<file path="src/inc/cps_defines.svh">
`ifndef CPS_DEFINES_SVH
`define CPS_DEFINES_SVH
// ----------------------------------------
// Clock and timing
// ----------------------------------------
`define CPS_CLK_KHZ 25000
`define CPS_DISCH_PULSE_MS 350
`define CPS_OC_DGL_MS 9
`define CPS_CHG_DGL_US 1000
`define CPS_OT_REL_US 1000
// ----------------------------------------
// Mode-select codes
// ----------------------------------------
`define CPS_MODE_OFF 3'h0
`define CPS_MODE_DCP_AUTO 3'h1
`define CPS_MODE_SDP_WAKE 3'h2
`define CPS_MODE_CDP_WAKE 3'h3
`define CPS_MODE_DCP_BC 3'h4
`define CPS_MODE_DCP_DIV 3'h5
`define CPS_MODE_SDP 3'h6
`define CPS_MODE_CDP 3'h7
// ----------------------------------------
// Register map and fields
// ----------------------------------------
`define CPS_REG_CTRL 4'h0
`define CPS_REG_STATUS 4'h4
`define CPS_CTRL_SOFT_DIS 0
`define CPS_CTRL_RESET 1'b0
`endif

</file>
<file path="src/inc/cps_pkg.sv">
package cps_pkg;
    // Synchronised pin inputs
    typedef struct packed {
        logic en;
        logic [2:0] mode;
        logic cur_hi;
        logic oc;
        logic hot;
        logic cool;
        logic vin_ok;
        logic hs_done;
    } cps_pins_t;

    // Whole block state
    typedef struct packed {
        cps_pins_t s1;
        cps_pins_t s2;
        logic [2:0] mode_q;
        logic [23:0] disch_cnt;
        logic [17:0] oc_cnt;
        logic [17:0] chg_cnt;
        logic [17:0] otr_cnt;
        logic ot_trip;
        logic fault_oc;
        logic fault_ot;
        logic cdp_ready;
        logic charging;
        logic soft_dis;
        logic disch_on;
        logic psw_on;
        logic dsw_on;
        logic emu_on;
        logic fault_oe;
        logic chg_oe;
        logic ack;
        logic [31:0] rdata;
    } cps_state_t;
endpackage

</file>
<file path="src/logic/cps_supervisor.sv">
// The Wishbone register port and the placing of the registers were decided locally.
`timescale 1ns/1ps
`include "cps_defines.svh"
module cps_supervisor
    import cps_pkg::*;
#(
    parameter int DISCH_CYC = `CPS_DISCH_PULSE_MS * `CPS_CLK_KHZ,
    parameter int OC_DGL_CYC = `CPS_OC_DGL_MS * `CPS_CLK_KHZ,
    parameter int CHG_DGL_CYC = `CPS_CHG_DGL_US * `CPS_CLK_KHZ / 1000,
    parameter int OT_REL_CYC = `CPS_OT_REL_US * `CPS_CLK_KHZ / 1000
) (
    input wire logic sys_clk, // 25 MHz clock
    input wire logic sys_rst, // Synchronous reset, active high
    input wire logic wb_cyc_i, // Wishbone cycle
    input wire logic wb_stb_i, // Wishbone strobe
    input wire logic wb_we_i, // Wishbone write
    input wire logic [3:0] wb_adr_i, // Byte address
    input wire logic [3:0] wb_sel_i, // Byte lanes
    input wire logic [31:0] wb_dat_i, // Write data
    output logic [31:0] wb_dat_o, // Read data
    output logic wb_ack_o, // Acknowledge
    input wire logic enable_pin, // Enable pin, active high
    input wire logic [2:0] mode_select_pins, // Mode code
    input wire logic cur_above_th, // Switch current above charge level
    input wire logic oc_detect, // Current limit engaged
    input wire logic temp_above_trip, // Die above trip level
    input wire logic temp_cooled, // Die cooled below restart level
    input wire logic vin_above_input_undervoltage_lockout, // Input above lockout level
    input wire logic cdp_hs_done, // CDP handshake completed
    output logic discharge_on, // Output discharge active
    output logic power_switch_on, // Port power switch on
    output logic data_switch_on, // USB data switch on
    output logic emulation_on, // Charger profiles on
    output logic fault_n_o, // Fault pin level when driven
    output logic fault_n_oe, // Fault pin pulled low
    output logic charging_n_o, // Charging pin level when driven
    output logic charging_n_oe // Charging pin pulled low
);
    // ----------------------------------------
    // Helpers
    // ----------------------------------------
    // Remote-wakeup pairs keep the port powered across the change
    function automatic logic cps_wake_pair(input logic [2:0] a, input logic [2:0] b);
        logic x_side;
        x_side = (a[1:0] == 2'h2) || (a == `CPS_MODE_CDP);
        return (x_side && b == `CPS_MODE_CDP_WAKE) ||
            (a == `CPS_MODE_CDP_WAKE && ((b[1:0] == 2'h2) || (b == `CPS_MODE_CDP)));
    endfunction

    function automatic logic cps_is_cdp(input logic [2:0] m);
        return (m == `CPS_MODE_CDP) || (m == `CPS_MODE_CDP_WAKE);
    endfunction

    function automatic logic cps_is_dcp(input logic [2:0] m);
        return (m == `CPS_MODE_DCP_AUTO) || (m == `CPS_MODE_DCP_DIV) ||
            (m == `CPS_MODE_DCP_BC);
    endfunction

    cps_state_t st;
    cps_state_t next_st;
    cps_pins_t pins_in;
    logic active;
    logic en_eff;
    logic run;
    logic chg_mode;

    assign pins_in = '{en: enable_pin, mode: mode_select_pins, cur_hi: cur_above_th,
        oc: oc_detect, hot: temp_above_trip, cool: temp_cooled,
        vin_ok: vin_above_input_undervoltage_lockout, hs_done: cdp_hs_done};

    // ----------------------------------------
    // Next-state logic
    // ----------------------------------------
    always_comb begin
        next_st = st;
        // Pins pass two flops; only the second stage is used below
        next_st.s1 = pins_in;
        next_st.s2 = st.s1;
        en_eff = st.s2.en & ~st.soft_dis;
        active = en_eff & st.s2.vin_ok;

        // Mode tracking against the last accepted code
        if (st.s2.mode != st.mode_q) begin
            next_st.mode_q = st.s2.mode;
            next_st.cdp_ready = 1'b0;
            if (!cps_wake_pair(st.mode_q, st.s2.mode)) begin
                next_st.disch_cnt = DISCH_CYC[23:0];
            end
        end else if (st.disch_cnt != 24'h000000) begin
            next_st.disch_cnt = st.disch_cnt - 24'h000001;
        end
        // A pulse only matters while enabled and above lockout; when disabled above lockout, discharge is permanent
        if (!active) begin
            next_st.disch_cnt = 24'h000000;
        end
        run = active && (st.mode_q != `CPS_MODE_OFF) && (st.disch_cnt == 24'h000000);

        // Thermal trip with hysteresis from two comparators
        if (st.s2.hot) begin
            next_st.ot_trip = 1'b1;
        end else if (st.s2.cool) begin
            next_st.ot_trip = 1'b0;
        end

        // Overtemperature fault: set at once, released after a delay
        if (st.s2.hot) begin
            next_st.fault_ot = 1'b1;
            next_st.otr_cnt = 18'h00000;
        end else if (!st.ot_trip && st.fault_ot) begin
            if (st.otr_cnt == OT_REL_CYC[17:0] - 18'h00001) begin
                next_st.fault_ot = 1'b0;
                next_st.otr_cnt = 18'h00000;
            end else begin
                next_st.otr_cnt = st.otr_cnt + 18'h00001;
            end
        end

        // Overcurrent fault after a persistence window
        if (run && st.s2.oc) begin
            if (st.oc_cnt == OC_DGL_CYC[17:0] - 18'h00001) begin
                next_st.fault_oc = 1'b1;
            end else begin
                next_st.oc_cnt = st.oc_cnt + 18'h00001;
            end
        end else begin
            next_st.oc_cnt = 18'h00000;
            next_st.fault_oc = 1'b0;
        end

        // CDP handshake must finish while current is still low
        if (cps_is_cdp(st.mode_q) && st.s2.mode == st.mode_q && st.s2.hs_done &&
            !st.s2.cur_hi) begin
            next_st.cdp_ready = 1'b1;
        end

        // Charging flag with deglitched release
        chg_mode = run && (cps_is_cdp(st.mode_q) || cps_is_dcp(st.mode_q));
        if (!chg_mode) begin
            next_st.charging = 1'b0;
            next_st.chg_cnt = 18'h00000;
        end else if (st.s2.cur_hi && (cps_is_dcp(st.mode_q) || st.cdp_ready)) begin
            next_st.charging = 1'b1;
            next_st.chg_cnt = 18'h00000;
        end else if (st.charging) begin
            if (st.chg_cnt == CHG_DGL_CYC[17:0] - 18'h00001) begin
                next_st.charging = 1'b0;
                next_st.chg_cnt = 18'h00000;
            end else begin
                next_st.chg_cnt = st.chg_cnt + 18'h00001;
            end
        end

        // Disabled or locked out: flags cleared, handshake forgotten
        if (!active) begin
            next_st.fault_oc = 1'b0;
            next_st.fault_ot = 1'b0;
            next_st.otr_cnt = 18'h00000;
            next_st.charging = 1'b0;
            next_st.cdp_ready = 1'b0;
        end

        // Output stage; lockout leaves even discharge unpowered
        next_st.disch_on = st.s2.vin_ok && (!en_eff || st.mode_q == `CPS_MODE_OFF ||
            st.disch_cnt != 24'h000000);
        next_st.psw_on = run && !st.ot_trip;
        next_st.dsw_on = run && (st.mode_q[1] == 1'b1);
        next_st.emu_on = run;
        next_st.fault_oe = next_st.fault_oc | next_st.fault_ot;
        next_st.chg_oe = next_st.charging;

        // Wishbone slave: one-cycle ack, unmapped reads give zero
        next_st.ack = wb_cyc_i & wb_stb_i & ~st.ack;
        next_st.rdata = 32'h00000000;
        if (wb_cyc_i && wb_stb_i && !st.ack) begin
            if (wb_adr_i == `CPS_REG_CTRL) begin
                next_st.rdata[`CPS_CTRL_SOFT_DIS] = st.soft_dis;
                if (wb_we_i && wb_sel_i[0]) begin
                    next_st.soft_dis = wb_dat_i[`CPS_CTRL_SOFT_DIS];
                end
            end else if (wb_adr_i == `CPS_REG_STATUS) begin
                next_st.rdata[15:0] = {2'h0, st.mode_q, st.ot_trip, st.cdp_ready,
                    st.fault_ot, st.fault_oc, st.charging, st.emu_on, st.dsw_on,
                    st.psw_on, st.disch_on, st.s2.vin_ok, st.s2.en};
            end
        end
    end

    // ----------------------------------------
    // State register
    // ----------------------------------------
    always_ff @(posedge sys_clk) begin
        if (sys_rst) begin
            st <= '0;
            st.soft_dis <= `CPS_CTRL_RESET;
        end else begin
            st <= next_st;
        end
    end

    assign wb_dat_o = st.rdata;
    assign wb_ack_o = st.ack;
    assign discharge_on = st.disch_on;
    assign power_switch_on = st.psw_on;
    assign data_switch_on = st.dsw_on;
    assign emulation_on = st.emu_on;
    assign fault_n_o = st.s2.hs_done & 1'b0; // Open drain: only ever pulls low
    assign fault_n_oe = st.fault_oe;
    assign charging_n_o = st.s2.hs_done & 1'b0;
    assign charging_n_oe = st.chg_oe;
endmodule

</file>
<file path="config.mk">
export PLATFORM = sky130hd
export DESIGN_NAME = cps_supervisor
export DESIGN_NICKNAME = d
export VERILOG_FILES = /design/src/inc/cps_pkg.sv /design/src/logic/cps_supervisor.sv
export VERILOG_INCLUDE_DIRS = /design/src /design/src/inc
export SDC_FILE = /design/constraint.sdc
export NUM_CORES = 1
export LEC_CHECK = 0
export BUFFER_PORTS_ARGS = -buffer_cell sky130_fd_sc_hd__buf_2
export CORE_ASPECT_RATIO = 2
export CORE_UTILIZATION = 36
export DETAILED_ROUTE_END_ITERATION = 16
export GPL_TIMING_DRIVEN = 1
export PLACE_DENSITY_LB_ADDON = 0.1
export SYNTH_ARGS = -nofsm -noshare
export SYNTH_HDL_FRONTEND = slang
export SYNTH_SLANG_ARGS = --single-unit
</file>
<file path="constraint.sdc">
create_clock -name sys_clk -period 4.21 [get_ports sys_clk]
set_input_delay 0.2105 -clock sys_clk [delete_from_list [all_inputs] [get_ports sys_clk]]
set_output_delay 0.2105 -clock sys_clk [all_outputs]
set_load 0.05 [all_outputs]
</file>
==> reports/results.ini <==
[outcome]
status = completed

[yosys]
yosys_warnings = 0
synth_cell_types = 53
synth_edf_count = 0
synth-seq-cells = 127
ys_seq_area_frac = 0.453
async_reset_ff_frac = 0
synth_ff_type = dfxtp_1
netlist_area_um2 = 5610
avgSynthCellArea_um2 = 8.92
syn_inst = 629

[critical_path]
r2r-end = fault_n_oe
crit_fanout = 20
reg2reg_from = st[106]
rr_worst_depth = 6
crit_slowest_cell = nand2_1
path_cells = nor3_1, nand4b_2, nor4_4, and2_1, nand2_1, o22ai_1
worstSetupEndpoint = fault_n_oe
crit_type = reg -> reg
worst-r2r-setup-slack_ps = 1640
critPathTopFamily = simple AND/OR/NAND/NOR gates
path_depth = 6
path_buf_inv = 0
startpoint_type = flip-flop
endpoint_kind = flip-flop
critPathMaxStageDelay_ps = 440
crit_required_ps = 4530
worstPathArrival_ps = 2890
startpoint = st[106]

[sta]
tns_ps = 0
clock.fmax_ghz = 0.389
final-hold-violation-count = 0
rsz0062_at_grt = no
period_share = 0.611
max_slew_margin = 0.543
setup_viol = 0
fin_skew_ps = 8.46
period_needed_ps = 2570
drv_slew = 0
worst_pin_slew_ps = 685

[clock_tree]
numCtsBuffers = 17
htreeDepth = 4
post-cts-setup-buffer-count = 0
cts-root-buf = clkbuf_16
insertion_delay_ps = 400
cts_tree = built
clockBufferDepth = 2
path_clk_slew_ps = 60
clock_sinks = 127
cts-resized-gates = 0

[global_route]
grt_pass1_vias = 4268
grt_max_degree = 30
track_usage = 0.155
grt_overflow_total = 0
grt_pass1_wl_mm = 19.9
grt_antenna_before_repair = 0

[floorplan]
die_h_um = 179
row_count = 64
fp.coreArea_um2 = 15300
start_util = 0.367
die_x_um = 90.3
ios = 96
die-area_um2 = 16100

[placed_design]
dp_hpwl_mm = 8.43
dp_cells = 834
io_buffers = 41
gp_congestion = 0.745

[layout]
fillers = 1583
area_growth_pct = 14.0
drive_gt1_frac = 0.139
diodes = 0
stdcell_count = 868
final_common_cell = dfxtp_1
mostFrequentLayoutCells = dfxtp_1 (127), nor2_1 (74), nand2_1 (45)
nNetsFinal = 717

[worst_hold_path]
hp-class = in -> reg

[route]
vias = 4208
first_pass_iters = 6
routedWlPerCell_um = 13.4
drtIter0Drc = 140
via_per_inst = 4.85
drc_errors = 0
ant_nets = 0
wirelength_mm = 11.6

[run]
cap_violations = 0

[power]
leakagePower_nw = 2.36
peakVddDrop_v = 0.000225
p_per_area_nw_per_um2 = 433
total_power_mw = 2.77

## stage by stage
step | instance area [um^2] | util | setup slack (ps) | hold slack [ps]
finish | 6400 | 0.418 | 1640 | 19.0
global route | 6400 | 0.418 | 1240 | 7.69
CTS | 6400 | 0.418 | 1520 | 3.44
detailed placement | 5790 | 0.379 | 1530 | 422
global placement | 5790 | 0.379 | 1540 | 419
floorplan | 5680 | - | 2320 | 339
## synth_stat cells, types with 2 or more instances
cell | n | share of area
nor2_1 | 74 | 0.050
or3_1 | 14 | 0.016
clkbuf_1 | 9 | 0.0060
and3_1 | 10 | 0.011
xnor2_1 | 20 | 0.031
mux2i_1 | 5 | 0.0089
nand2b_1 | 4 | 0.0045
nand4b_1 | 3 | 0.0047
o32a_1 | 2 | 0.0036
o31ai_1 | 6 | 0.0080
a21oi_1 | 36 | 0.032
nor2_2 | 10 | 0.011
dfxtp_1 | 127 | 0.45
and2_1 | 14 | 0.016
inv_1 | 9 | 0.0060
nor4_1 | 7 | 0.0078
nor3_1 | 19 | 0.017
xor2_1 | 31 | 0.048
nand2_1 | 45 | 0.030
nand3b_1 | 2 | 0.0027
ha_1 | 5 | 0.011
nand4_1 | 17 | 0.019
nor2b_1 | 32 | 0.036
buf_2 | 9 | 0.0080
nor4_4 | 4 | 0.015
nor4bb_1 | 2 | 0.0036
buf_4 | 35 | 0.047
a31oi_1 | 2 | 0.0022
or4_1 | 7 | 0.0094
o21ai_0 | 18 | 0.016
and4_1 | 2 | 0.0031
nor3b_1 | 4 | 0.0054
nand3_1 | 25 | 0.022
## layout make-up
type	instances	area, um^2	area share
Clock buffer	21	480	0.0751
Clock inverter	11	106	0.0166
Inverter	9	33.8	0.00528
Multi-Input combinational cell	458	2750	0.430
Sequential cell	127	2540	0.397
Tap cell	198	248	0.0387
Timing Repair Buffer	44	233	0.0364
## how the worst min path moves through the flow
stage / start / end / slack (ps) / cells past startpoint
after floorplan: cdp_hs_done / next_st[126] / 340 / 1
after global placement: next_st[130] / st[130] / 420 / 1
after detailed placement: next_st[130] / st[130] / 420 / 1
after CTS: mode_select_pins[0] / next_st[132] / 3 / 2
after global routing: mode_select_pins[0] / next_st[132] / 8 / 2
final: mode_select_pins[0] / next_st[132] / 20 / 2
## sequential cells by signal, summed over array words and instances, names as in the netlist
register,cells
fault_n_oe,1
discharge_on,1
st,96
charging_n_oe,1
power_switch_on,1
wb_ack_o,1
emulation_on,1
data_switch_on,1
next_st,10
wb_dat_o,14
## report_power, final
part | internal, mW | switching [mW]
Combinational | 0.0376 | 0.0868
Sequential | 1.21 | 0.00864
Clock | 0.879 | 0.545
Total | 2.13 | 0.641
## timing repair
action / 4_1_cts / 5_1_grt
hold endpoints to repair: 2 / 0
setup endpoints to repair: 0 / 0
hold buffers: 2 / 0
## per-layer routing
metal | track usage | wire (um)
met5 | 0 | 0
met3 | 0.0320 | 239
met1 | 0.149 | 4490
met4 | 0.0800 | 318
met2 | 0.306 | 6570
## cell families after synthesis
logic type / after synthesis / share of synthesized area
buffers and inverters: 63 / 0.0689
multiplexers: 5 / 0.00892
adder cells (fa/ha/maj): 5 / 0.0112
other: 1 / 0.000668
XOR/XNOR: 51 / 0.0796
flip-flops: 127 / 0.453
AND/OR/NAND/NOR: 301 / 0.294
AO/OA/AOI/OAI: 76 / 0.0839
Note: power is estimated with default switching activity, not from simulation.
